==> config.mk <==
export PLATFORM = sky130hd
export DESIGN_NAME = two_wire_slave_engine
export DESIGN_NICKNAME = d
export VERILOG_FILES = /design/src/rtl/two_wire_pkg.sv /design/src/rtl/two_wire_slave_engine.sv /design/src/rtl/bit_sync.sv /design/src/rtl/line_events.sv
export SDC_FILE = /design/constraint.sdc
export NUM_CORES = 1
export LEC_CHECK = 0
export BUFFER_PORTS_ARGS = -buffer_cell sky130_fd_sc_hd__buf_2
export CORE_AREA = 2 2 103 105
export DETAILED_ROUTE_END_ITERATION = 7
export DIE_AREA = 0 0 105 107
export GPL_TIMING_DRIVEN = 1
export PLACE_DENSITY = 0.8
export SLEW_MARGIN = 20
export SYNTH_ARGS = -nofsm -noshare
export SYNTH_HDL_FRONTEND = slang
export SYNTH_SLANG_ARGS = --single-unit
==> constraint.sdc <==
create_clock -name aclk -period 2.5 [get_ports aclk]
set_input_delay 0.125 -clock aclk [delete_from_list [all_inputs] [get_ports aclk]]
set_output_delay 0.125 -clock aclk [all_outputs]
set_load 0.01 [all_outputs]
==> src/rtl/two_wire_pkg.sv <==
/*
  Constants shared by the two-wire slave engine: register offsets, control
  field positions, reset values, status codes, phases and timing counts.
  Assumes a 100 MHz system clock and a 32-bit AXI4-Lite register bus.

*/
package two_wire_pkg;

  typedef logic [3:0]  addr_t;
  typedef logic [31:0] word_t;

  // ==========================================================
  // register offsets
  localparam addr_t OAR_OFS  = 4'h0;
  localparam addr_t CTL_OFS  = 4'h4;
  localparam addr_t STAT_OFS = 4'h8;
  localparam addr_t DATA_OFS = 4'hc;

  // ==========================================================
  // control field positions
  localparam int CTL_JOB  = 7;
  localparam int CTL_ACK  = 6;
  localparam int CTL_BEG  = 5;
  localparam int CTL_HALT = 4;
  localparam int CTL_WCOL = 3;
  localparam int CTL_EN   = 2;
  localparam int CTL_IRQ  = 0;
  localparam int OAR_GCE  = 0;

  // ==========================================================
  // reset values, bus answers and the general call address
  localparam logic [7:0] DATA_RST    = 8'hff;
  localparam logic [1:0] RESP_OK     = 2'b00;
  localparam logic [1:0] RESP_SLVERR = 2'b10;
  localparam logic [6:0] GC_ADDR     = 7'h00;

  // ==========================================================
  // status codes
  localparam logic [7:0] ST_START    = 8'h08;
  localparam logic [7:0] ST_SR_ADDR  = 8'h60;
  localparam logic [7:0] ST_SR_ARB   = 8'h68;
  localparam logic [7:0] ST_GC_ADDR  = 8'h70;
  localparam logic [7:0] ST_GC_ARB   = 8'h78;
  localparam logic [7:0] ST_SR_DACK  = 8'h80;
  localparam logic [7:0] ST_SR_DNACK = 8'h88;
  localparam logic [7:0] ST_GC_DACK  = 8'h90;
  localparam logic [7:0] ST_GC_DNACK = 8'h98;
  localparam logic [7:0] ST_STOP     = 8'ha0;
  localparam logic [7:0] ST_ST_ADDR  = 8'ha8;
  localparam logic [7:0] ST_ST_ARB   = 8'hb0;
  localparam logic [7:0] ST_ST_DACK  = 8'hb8;
  localparam logic [7:0] ST_ST_DNACK = 8'hc0;
  localparam logic [7:0] ST_ST_LAST  = 8'hc8;
  localparam logic [7:0] ST_IDLE     = 8'hf8;

  // ==========================================================
  // timing
  localparam int CLK_PERIOD_NS   = 10;
  localparam int T_START_HOLD_NS = 4000;
  localparam logic [8:0] START_HOLD_CYC =
    9'((T_START_HOLD_NS + CLK_PERIOD_NS - 1) / CLK_PERIOD_NS);

  // ==========================================================
  // engine phases
  typedef enum logic [3:0] {
    PH_IDLE      = 4'h0,
    PH_ADDR      = 4'h1,
    PH_ADDR_ACK  = 4'h2,
    PH_RX        = 4'h3,
    PH_RX_ACK    = 4'h4,
    PH_TX        = 4'h5,
    PH_TX_ACK    = 4'h6,
    PH_HOLD      = 4'h7,
    PH_GEN_START = 4'h8
  } phase_t;

endpackage : two_wire_pkg

==> src/rtl/two_wire_slave_engine.sv <==
/*
  Slave engine of a byte-oriented two-wire interface with AXI4-Lite
  registers. Assumes an external master on open-drain lines, pulled up
  outside; lines arrive asynchronously and are synchronised here.
*/
// The implementer's own choices: the AXI4-Lite slave port and the register addresses.
`timescale 1ns/1ps
module two_wire_slave_engine (
  input  wire logic              aclk,
  input  wire logic              aresetn,
  input  wire two_wire_pkg::addr_t awaddr,
  input  wire logic              awvalid,
  output logic                   awready,
  input  wire two_wire_pkg::word_t wdata,
  input  wire logic [3:0]        wstrb,
  input  wire logic              wvalid,
  output logic                   wready,
  output logic [1:0]             bresp,
  output logic                   bvalid,
  input  wire logic              bready,
  input  wire two_wire_pkg::addr_t araddr,
  input  wire logic              arvalid,
  output logic                   arready,
  output two_wire_pkg::word_t    rdata,
  output logic [1:0]             rresp,
  output logic                   rvalid,
  input  wire logic              rready,
  input  wire logic              scl_i,
  output logic                   scl_o,
  output logic                   scl_oe,
  input  wire logic              sda_i,
  output logic                   sda_o,
  output logic                   sda_oe
);
  import two_wire_pkg::*;

  typedef struct packed {
    phase_t     phase;
    logic [3:0] bitcnt;
    logic [7:0] shift;
    logic [7:0] data;
    logic [7:0] oar;
    logic       ack_en;
    logic       begin_req;
    logic       halt_req;
    logic       wcol;
    logic       en;
    logic       irq_en;
    logic       job_done;
    logic [7:0] status;
    logic       addressed;
    logic       gc;
    logic       rd;
    logic       ack_plan;
    logic       last;
    logic       mack;
    logic       busy;
    logic       pend;
    logic       arb;
    logic [8:0] timer;
    logic       scl_oe;
    logic       sda_oe;
    logic       aw_got;
    addr_t      aw_addr;
    logic       w_got;
    logic [7:0] wbyte;
    logic       wstrb0;
    logic       awready;
    logic       wready;
    logic       bvalid;
    logic [1:0] bresp;
    logic       arready;
    logic       rvalid;
    word_t      rdata;
    logic [1:0] rresp;
  } state_t;

  state_t s;
  state_t n;

  logic [1:0] lines_s;
  logic       scl_s;
  logic       sda_s;
  logic       scl_rise;
  logic       scl_fall;
  logic       start_det;
  logic       stop_det;

  // ==========================================================
  // line sampling
  bit_sync #(.W(2)) u_sync (
    .aclk    (aclk),
    .aresetn (aresetn),
    .d       ({scl_i, sda_i}),
    .q       (lines_s)
  );
  assign scl_s = lines_s[1];
  assign sda_s = lines_s[0];

  line_events u_events (
    .aclk      (aclk),
    .aresetn   (aresetn),
    .scl       (scl_s),
    .sda       (sda_s),
    .scl_rise  (scl_rise),
    .scl_fall  (scl_fall),
    .start_det (start_det),
    .stop_det  (stop_det)
  );

  function automatic logic is_exit(input logic [7:0] c);
    is_exit = (c == ST_SR_DNACK) || (c == ST_GC_DNACK) ||
              (c == ST_STOP) || (c == ST_ST_DNACK) || (c == ST_ST_LAST);
  endfunction : is_exit

  // ==========================================================
  // next state
  always_comb begin
    logic sw_clear;
    logic hw_set;
    logic own;
    logic gcm;
    sw_clear = 1'b0;
    hw_set   = 1'b0;
    own      = 1'b0;
    gcm      = 1'b0;
    n        = s;

    // register bus: address and data taken in either order
    if (awvalid && s.awready) begin
      n.aw_got  = 1'b1;
      n.aw_addr = awaddr;
    end
    if (wvalid && s.wready) begin
      n.w_got  = 1'b1;
      n.wbyte  = wdata[7:0];
      n.wstrb0 = wstrb[0];
    end
    if (s.bvalid && bready) begin
      n.bvalid = 1'b0;
    end
    if (s.aw_got && s.w_got && !s.bvalid) begin
      n.aw_got = 1'b0;
      n.w_got  = 1'b0;
      n.bvalid = 1'b1;
      n.bresp  = RESP_OK;
      case (s.aw_addr)
        OAR_OFS: if (s.wstrb0) begin
          n.oar = s.wbyte;
        end
        CTL_OFS: if (s.wstrb0) begin
          n.ack_en    = s.wbyte[CTL_ACK];
          n.begin_req = s.wbyte[CTL_BEG];
          n.halt_req  = s.wbyte[CTL_HALT];
          n.en        = s.wbyte[CTL_EN];
          n.irq_en    = s.wbyte[CTL_IRQ];
          sw_clear    = s.wbyte[CTL_JOB];
        end
        // data may only change while the engine is parked
        DATA_OFS: if (s.wstrb0) begin
          if (s.job_done) begin
            n.data = s.wbyte;
            n.wcol = 1'b0;
          end else begin
            n.wcol = 1'b1;
          end
        end
        STAT_OFS: ;
        default: n.bresp = RESP_SLVERR;
      endcase
    end
    if (s.rvalid && rready) begin
      n.rvalid = 1'b0;
    end
    if (arvalid && s.arready) begin
      n.rvalid = 1'b1;
      n.rresp  = RESP_OK;
      n.rdata  = '0;
      case (araddr)
        OAR_OFS:  n.rdata[7:0] = s.oar;
        CTL_OFS:  n.rdata[7:0] = {s.job_done, s.ack_en, s.begin_req,
                                  s.halt_req, s.wcol, s.en, 1'b0,
                                  s.irq_en};
        // prescaler bits read as zero
        STAT_OFS: n.rdata[7:0] = s.job_done ? s.status : ST_IDLE;
        DATA_OFS: n.rdata[7:0] = s.data;
        default:  n.rresp = RESP_SLVERR;
      endcase
    end

    // ==========================================================
    // serial engine
    if (start_det) n.busy = 1'b1;
    if (stop_det)  n.busy = 1'b0;

    if (!s.en) begin
      n.phase     = PH_IDLE;
      n.scl_oe    = 1'b0;
      n.sda_oe    = 1'b0;
      n.addressed = 1'b0;
      n.pend      = 1'b0;
    end else if ((start_det || stop_det) && s.addressed &&
                 !s.job_done && s.phase != PH_HOLD) begin
      // the address after a restart is missed while this is parked
      n.status    = ST_STOP;
      hw_set      = 1'b1;
      n.phase     = PH_HOLD;
      n.sda_oe    = 1'b0;
      n.addressed = 1'b0;
    end else if (start_det && s.phase != PH_HOLD &&
                 s.phase != PH_GEN_START) begin
      n.phase  = PH_ADDR;
      n.bitcnt = 4'h0;
      n.sda_oe = 1'b0;
      if (s.pend) n.arb = 1'b1;
    end else if (stop_det && s.phase == PH_ADDR) begin
      n.phase = PH_IDLE;
    end else begin
      unique case (s.phase)
        PH_IDLE: if (s.pend && !s.busy && !s.job_done && scl_s) begin
          n.phase  = PH_GEN_START;
          n.timer  = START_HOLD_CYC;
          n.sda_oe = 1'b1;
        end
        PH_GEN_START: if (s.timer == 9'h000) begin
          n.scl_oe = 1'b1;
          n.status = ST_START;
          hw_set   = 1'b1;
          n.pend   = 1'b0;
          n.phase  = PH_HOLD;
        end else begin
          n.timer = s.timer - 9'h001;
        end
        PH_ADDR: begin
          if (scl_rise && s.bitcnt < 4'h8) begin
            n.shift  = {s.shift[6:0], sda_s};
            n.bitcnt = s.bitcnt + 4'h1;
          end
          if (scl_fall && s.bitcnt == 4'h8) begin
            own = s.shift[7:1] == s.oar[7:1];
            gcm = s.shift[7:1] == GC_ADDR && !s.shift[0] &&
                  s.oar[OAR_GCE];
            if (s.ack_en && (own || gcm)) begin
              n.sda_oe    = 1'b1;
              n.gc        = !own;
              n.rd        = s.shift[0];
              n.addressed = 1'b1;
              n.phase     = PH_ADDR_ACK;
            end else begin
              n.phase = PH_IDLE;
              n.arb   = 1'b0;
            end
          end
        end
        PH_ADDR_ACK: if (scl_fall) begin
          n.sda_oe = 1'b0;
          n.scl_oe = 1'b1;
          hw_set   = 1'b1;
          n.arb    = 1'b0;
          if (s.rd) begin
            n.status = s.arb ? ST_ST_ARB : ST_ST_ADDR;
          end else if (s.gc) begin
            n.status = s.arb ? ST_GC_ARB : ST_GC_ADDR;
          end else begin
            n.status = s.arb ? ST_SR_ARB : ST_SR_ADDR;
          end
          n.phase = PH_HOLD;
        end
        PH_RX: begin
          if (scl_rise && s.bitcnt < 4'h8) begin
            n.shift  = {s.shift[6:0], sda_s};
            n.bitcnt = s.bitcnt + 4'h1;
          end
          if (scl_fall && s.bitcnt == 4'h8) begin
            n.data   = s.shift;
            n.sda_oe = s.ack_plan;
            n.phase  = PH_RX_ACK;
          end
        end
        PH_RX_ACK: if (scl_fall) begin
          n.sda_oe = 1'b0;
          n.scl_oe = 1'b1;
          hw_set   = 1'b1;
          if (s.gc) begin
            n.status = s.ack_plan ? ST_GC_DACK : ST_GC_DNACK;
          end else begin
            n.status = s.ack_plan ? ST_SR_DACK : ST_SR_DNACK;
          end
          n.phase = PH_HOLD;
        end
        PH_TX: if (scl_fall) begin
          if (s.bitcnt == 4'h7) begin
            n.sda_oe = 1'b0;
            n.phase  = PH_TX_ACK;
          end else begin
            n.shift  = {s.shift[6:0], 1'b1};
            n.sda_oe = ~s.shift[6];
            n.bitcnt = s.bitcnt + 4'h1;
          end
        end
        PH_TX_ACK: begin
          if (scl_rise) n.mack = !sda_s;
          if (scl_fall) begin
            n.scl_oe = 1'b1;
            hw_set   = 1'b1;
            if (!s.mack) begin
              n.status = ST_ST_DNACK;
            end else begin
              n.status = s.last ? ST_ST_LAST : ST_ST_DACK;
            end
            n.phase = PH_HOLD;
          end
        end
        PH_HOLD: if (!s.job_done) begin
          n.scl_oe = 1'b0;
          n.bitcnt = 4'h0;
          if (s.halt_req || s.status == ST_START) begin
            n.phase     = PH_IDLE;
            n.halt_req  = 1'b0;
            n.addressed = 1'b0;
            n.sda_oe    = 1'b0;
          end else if (is_exit(s.status)) begin
            n.phase     = PH_IDLE;
            n.addressed = 1'b0;
            n.gc        = 1'b0;
            n.sda_oe    = 1'b0;
            n.pend      = s.begin_req;
          end else if (s.rd) begin
            n.phase  = PH_TX;
            n.shift  = s.data;
            n.sda_oe = ~s.data[7];
            n.last   = !s.ack_en;
          end else begin
            n.phase    = PH_RX;
            n.ack_plan = s.ack_en;
          end
        end
        default: n.phase = PH_IDLE;
      endcase
    end

    // a hardware set in the same cycle as a clear wins
    n.job_done = (s.job_done & ~sw_clear) | hw_set;
    n.awready  = !n.aw_got && !n.bvalid;
    n.wready   = !n.w_got && !n.bvalid;
    n.arready  = !n.rvalid;
  end

  always_ff @(posedge aclk) begin
    if (!aresetn) begin
      s      <= '0;
      s.data <= DATA_RST;
    end else begin
      s <= n;
    end
  end

  // ==========================================================
  // outputs
  assign awready = s.awready;
  assign wready  = s.wready;
  assign bvalid  = s.bvalid;
  assign bresp   = s.bresp;
  assign arready = s.arready;
  assign rvalid  = s.rvalid;
  assign rdata   = s.rdata;
  assign rresp   = s.rresp;
  assign scl_oe  = s.scl_oe;
  assign sda_oe  = s.sda_oe;
  // open drain: only ever pulls low
  assign scl_o   = 1'b0;
  assign sda_o   = 1'b0;
endmodule : two_wire_slave_engine

==> src/rtl/bit_sync.sv <==
/*
  Two-flop synchroniser for a bundle of independent levels.
  Assumes each bit is a slow level; no bus coherency across bits.
*/
`timescale 1ns/1ps
module bit_sync #(
  parameter int W = 2
) (
  input  wire logic         aclk,
  input  wire logic         aresetn,
  input  wire logic [W-1:0] d,
  output logic      [W-1:0] q
);
  typedef struct packed {
    logic [W-1:0] meta;
    logic [W-1:0] q;
  } sync_t;

  sync_t s_r;
  sync_t s_nxt;

  always_comb begin
    s_nxt      = s_r;
    s_nxt.meta = d;
    s_nxt.q    = s_r.meta;
  end

  // lines idle high, so reset to ones to avoid a false start
  always_ff @(posedge aclk) begin
    if (!aresetn) begin
      s_r <= '1;
    end else begin
      s_r <= s_nxt;
    end
  end

  assign q = s_r.q;
endmodule : bit_sync

==> src/rtl/line_events.sv <==
/*
  Edge and condition detector for the synchronised clock and data lines.
  Assumes both inputs are already synchronised to aclk.
*/
`timescale 1ns/1ps
module line_events (
  input  wire logic aclk,
  input  wire logic aresetn,
  input  wire logic scl,
  input  wire logic sda,
  output logic      scl_rise,
  output logic      scl_fall,
  output logic      start_det,
  output logic      stop_det
);
  typedef struct packed {
    logic scl;
    logic sda;
  } prev_t;

  prev_t p_r;
  prev_t p_nxt;

  always_comb begin
    p_nxt     = p_r;
    p_nxt.scl = scl;
    p_nxt.sda = sda;
  end

  always_ff @(posedge aclk) begin
    if (!aresetn) begin
      p_r <= '1;
    end else begin
      p_r <= p_nxt;
    end
  end

  assign scl_rise  = scl & ~p_r.scl;
  assign scl_fall  = ~scl & p_r.scl;
  // data moving while clock stays high marks a condition
  assign start_det = scl & p_r.scl & p_r.sda & ~sda;
  assign stop_det  = scl & p_r.scl & ~p_r.sda & sda;
endmodule : line_events

# --- Word level (Yosys, flattened, before mapping) ---
# Cells that the tools add are included.
# Widths: inputs -> output; s select.
word_totals:
  register_bits: 105
  input_bits: 53
  output_inout_bits: 45
  wordCells: 357
classes:
  n_addsub: 2
  n_lt_le_gt_ge: 1
  n_eq_ne: 68
  n_mux: 134
  n_bitwise: 25
  reduce_logical: 84
ops:
  columns: ["operator", "n"]
  rows:
  - ["$mux 8", 19]
  - ["$pmux 8 s4", 2]
  - ["$reduce_and 8->1", 7]
  - ["$mux 1", 50]
  - ["$mux 4", 12]
  - ["$eq 8x8->1 const B", 5]
  - ["$mux 12", 3]
  - ["$pmux 12 s3", 1]
  - ["$mux 35", 1]
  - ["$ne 2x2->1 const B", 17]
  - ["$mux 16", 2]
  - ["$ne 3x3->1 const B", 10]
  - ["$ne 5x5->1 const B", 6]
  - ["$eq 4x3->1 const B", 7]
  - ["$mux 14", 2]
  - ["$pmux 4 s7", 1]
  - ["$mux 9", 3]
  - ["$mux 2", 13]
  - ["$eq 4x4->1 const B", 6]
  - ["$mux 3", 8]
  - ["$logic_and 1x1->1", 23]
  - ["$mux 22", 1]
  - ["$mux 7", 3]
  - ["$reduce_and 7->1", 3]
  - ["other kinds (45)", 109]

# --- Logic depth before layout (Yosys ltp) ---
depth:
  depth_word: 13
  depth_mapped: 9
  ltp_nobuf: 8

# --- By module ---
# From an unflattened synthesis, not the netlist that was laid out.
unflattened:
  cells_unflattened: 675
  hier_area_um2: 5509.0
modules_own_cells:
  columns: ["mod", "instances", "cells_each", "area_each_um2", "seq_area_each_um2"]
  rows:
  - ["two_wire_slave_engine", 1, 659, 5318.9, 1881.8]
  - ["bit_sync", 1, 8, 105.1, 80.1]
  - ["line_events", 1, 8, 85.1, 40.0]

# --- Worst setup path after synthesis ---
# No wires, ideal clock.
synth_path:
  kind: "register to register"
  start: "register s[122] (netlist bit)"
  end: "register s[100] (netlist bit)"
  setup_ns: 0.129
  arrival_ns: 1.934
  required_ns: 2.371
  slack_ns: 0.437
  path_stages_with_launch: 8
  path_buffers: 1
  synth_period_minus_slack_ns: 2.063
  cell_sequence: "dfxtp_1 > buf_4 > nor4b_4 > o32a_2 > nand3_4 > nor4_4 > mux2i_1 > nand2_1"
synth_between:
  elab_chain_cells: 6
  word_cells_on_any_way: 13
  cone_classes: "eq/ne: 4; mux: 5; reduce/logical: 4"
synth_lines:
  columns: ["item", "line", "rtl"]
  rows:
  - ["start: declaration", "two_wire_slave_engine.sv:78", "state_t s;"]
  - ["start signal: assignment", "two_wire_slave_engine.sv:354", "s <= n;"]
  - ["$eq 4x2->1, or another cell as far along", "two_wire_slave_engine.sv:219", "unique case (s.phase)"]
  - ["$mux 8, or another cell as far along", "two_wire_slave_engine.sv:219", null]
  - ["$mux 20 / $logic_and 1x1->1 (equally long branches)", "two_wire_slave_engine.sv:216, two_wire_slave_engine.sv:210", null]
  - ["$mux 8", "two_wire_slave_engine.sv:210", "end else if (start_det && s.phase != PH_HOLD &&"]
  - ["$mux 8 (*)", "two_wire_slave_engine.sv:202", "end else if ((start_det || stop_det) && s.addressed &&"]
  - ["$mux 8 (*)", "two_wire_slave_engine.sv:196", "if (!s.en) begin"]
# Every way passes the cells marked *; elsewhere a longest branch is shown, timed or not. The select of a mux whose other input is x is not followed.
# A chain may end at the register's enable or synchronous reset.

# --- Worst setup path in the final report ---
layout_path:
  start: "register s[121] (netlist bit)"
  end: "register s[120] (netlist bit)"
layout_between:
  elab_chain_cells: 6
  word_cells_on_any_way: 29
  cone_classes: "eq/ne: 18; mux: 4; reduce/logical: 7"
layout_lines:
  columns: ["item", "line", "rtl"]
  rows:
  - ["$eq 4x3->1 / $eq 4x2->1 (equally long branches)", "two_wire_slave_engine.sv:219", null]
  - ["$reduce_or 3->1 (no line)", null, null]
  - ["$pmux 4 s7", "two_wire_slave_engine.sv:219", null]
  - ["$mux 3", "two_wire_slave_engine.sv:216", "end else if (stop_det && s.phase == PH_ADDR) begin"]
  - ["$mux 7", "two_wire_slave_engine.sv:210", null]
  - ["$mux 3", "two_wire_slave_engine.sv:202", null]
# Several ways; a longest one is shown, not always the timed one.

==> flow_summary.ini <==
[clock_tree]
cts_buffers = 9
cts_tree = built
clock_path_buffers = 2
cts.sinks = 100
root_buffer = clkbuf_8
cts_setup_buffers = 0
h-tree-depth = 3
worstSkewPairLatency_ns = 0.37
clk_pin_slew_worst_paths_ns = 0.11

[sta]
fin_worst_skew_ns = 0.01354
worstMarginPinSlew_ns = 0.6588
fin_crit_ns = 2.329
timing.fmax_ghz = 0.4294
rsz0062_at_grt = false
maxSlewHeadroom = 0.5584
hold_viol = 0
tns_ns = 0
finalSetupViolCount = 0
fin_crit_sh = 0.9316
final_max_slew_viol_count = 0

[route]
detail-route-antenna-nets = 0
routed_via_density = 5.919
drc = 0
first_iter_violations = 534
wire_per_inst_um = 17.66
num_vias = 5120
wl_um = 15270
dr.pass1.iters = 5

[setup_path]
crit_path_start_kind = flip-flop
crit_chain = buf_4 > buf_4 > nand2b_1 > or2_0 > a21o_1 > a31o_2 > a311oi_1
end_kind = flip-flop
critPathBufInv = 2
cp_max_fo = 7
cp.required_ns = 2.77
critPathCapture = s[120]
r2r-start = s[121]
crit_arrival_ns = 2.60
cpLargestDelayFamily = compound AO/OA/AOI/OAI gates
r2r_end = s[120]
worst_path_most_repeated_cell = buf_4
crit_cells = 7
slowest_stage = dfxtp_1
slowest_delay_ns = 0.49
reg2reg_slack_ns = 0.17
crit_start = s[121]
crit_type = reg -> reg
r2r_cells = 7

[floorplan]
die_w_um = 105
die_h_um = 107
start_util = 0.5465
row_count = 37
pin_count = 98
die_area_sq_um = 11240
core_area_sq_um = 10090

[synth]
synth.avg_cell_area_sq_um = 8.294
synth-main-ff-cell = dfxtp_1
synth.area.top_cells = dfxtp_1, buf_4, nand2_1
synth_edf_count = 0
synth-seq-area-share = 0.3630
synth_cell_types = 71
yosysTopAreaCell = dfxtp_1
synth_top_area_share = 0.3630
synth_commonest_cells = dfxtp_1, nand2_1, nor2_1
synthArstFlopShare = 0
syn_inst = 665
yosysWarnings = 0
ys_ff_latch = 100
yosysMostFrequentCell = dfxtp_1
syn_area_sq_um = 5515

[placement]
dpl_cell_area_sq_um = 5861
io_buffers = 42
dp.cells = 834
dpl.hpwl_um = 11150
gp_congestion = 1.001

[finish]
drive_above_1_share = 0.1701
design_area_sq_um = 6221
stdcell_count = 865
syn_to_final_growth_pct = 12.79
utilization = 0.6164
diodes = 0
final_net_count = 780

[global_routing]
grt-ovfl-total = 0
grt_pass1_wl_um = 24320
antenna_found_initial = 0
grt_start_max_net_pins = 34
grt_pass1_vias = 4792
track_usage = 0.2713

[worst_hold_path]
holdCritPathClass = in -> reg

[status]
status = finished, final reports clean

[job]
maxCapViolations = 0

[pwr]
p_per_area_nw_per_um2 = 458.3
ir_drop_mv = 0.3302
power.static_leakage_nw = 2.434
[flip-flops by register name, summed over array words and instances, names as in the netlist]
| name | flops |
|---|---|
| rdata | 8 |
| rvalid | 1 |
| u_sync.s_nxt | 2 |
| s | 77 |
| u_events.p_r | 2 |
| wready | 1 |
| bresp | 1 |
| u_sync.q | 2 |
| arready | 1 |
| scl_oe | 1 |
| rresp | 1 |
| sda_oe | 1 |
| awready | 1 |
| bvalid | 1 |
[cells by family after synthesis]
family | count (synthesis) | synth area share
buffers and inverters | 88 | 0.08961
AOI/OAI and AO/OA | 139 | 0.1715
DFF | 100 | 0.3630
xor gates and xnor gates | 13 | 0.02064
other | 1 | 0.0006799
muxes | 39 | 0.08394
adders and majority gates | 3 | 0.006807
and+or+nand+nor | 282 | 0.2638
[what timing repair did]
item                                   in CTS  in global routing
hold buffers                               15                  0
setup endpoints to repair                   0                  2
resized for setup                           0                  2
endpoints found under the hold margin      15                  0
[through the flow]
stage	total power, W	setup slack, ns	hold WS, ns
after floorplan	0.001827	0.4367	0.2265
after global placement	0.001856	0.1042	0.3119
after detailed placement	0.001862	0.02575	0.3151
after CTS	0.002860	0.0004072	0.02228
after global routing	0.002959	0.003687	0.05088
final	0.002851	0.1710	0.02712
[layer usage]
layer | GRT usage | wire, um
met1 | 0.3654 | 6869
met2 | 0.4569 | 7297
met3 | 0.03100 | 839
met4 | 0.08476 | 267
met5 | 0 | 0
[layout by cell type (no fill, tap or decap), drive strengths merged, types with 8 or more instances in the layout]
cell type	n
o21ai	23
mux2	8
xor2	10
a21oi	39
clkbuf	10
nor3	19
nor2	74
a311oi	10
conb	28
buf	82
dlygate4sd3	15
a22oi	10
mux2i	26
or3	8
nand2b	20
nand3	20
nor4	10
inv	15
dfxtp	100
nand2	82
[worst register-to-register path, stage by stage (launching register included)]
cell and delay, ns:
dfxtp_1 0.49, buf_4 0.21, buf_4 0.15, nand2b_1 0.18, or2_0 0.34, a21o_1 0.24
a31o_2 0.28, a311oi_1 0.34
[final cells by class]
cell class              count  area (sq um)
clock buffers              10         127.6
clock inverters             6         56.30
fillers                   899          3871
inverters                  12         45.04
multi-input cells         504          3147
flip-flops and latches    100          2002
well taps                 136         170.2
repair buffers             97         673.1
[how the worst min path moves through the flow]
| stage | start | end | cells after the start |
|---|---|---|---|
| after floorplan | sda_i | u_sync.s_nxt[0] | 1 |
| after global placement | sda_i | u_sync.s_nxt[0] | 2 |
| after detailed placement | scl_i | u_sync.s_nxt[1] | 2 |
| after CTS | rready | rvalid | 3 |
| after global routing | rready | rvalid | 3 |
| final | rready | rvalid | 3 |
[report_power, final]
| group | total, W | internal, W | switching, W |
|---|---|---|---|
| Sequential | 0.00164 | 0.00162 | 0.0000244 |
| Clock | 0.00100 | 0.000384 | 0.000620 |
| Combinational | 0.000204 | 0.0000826 | 0.000121 |
Power figures use the tool's default switching activity.
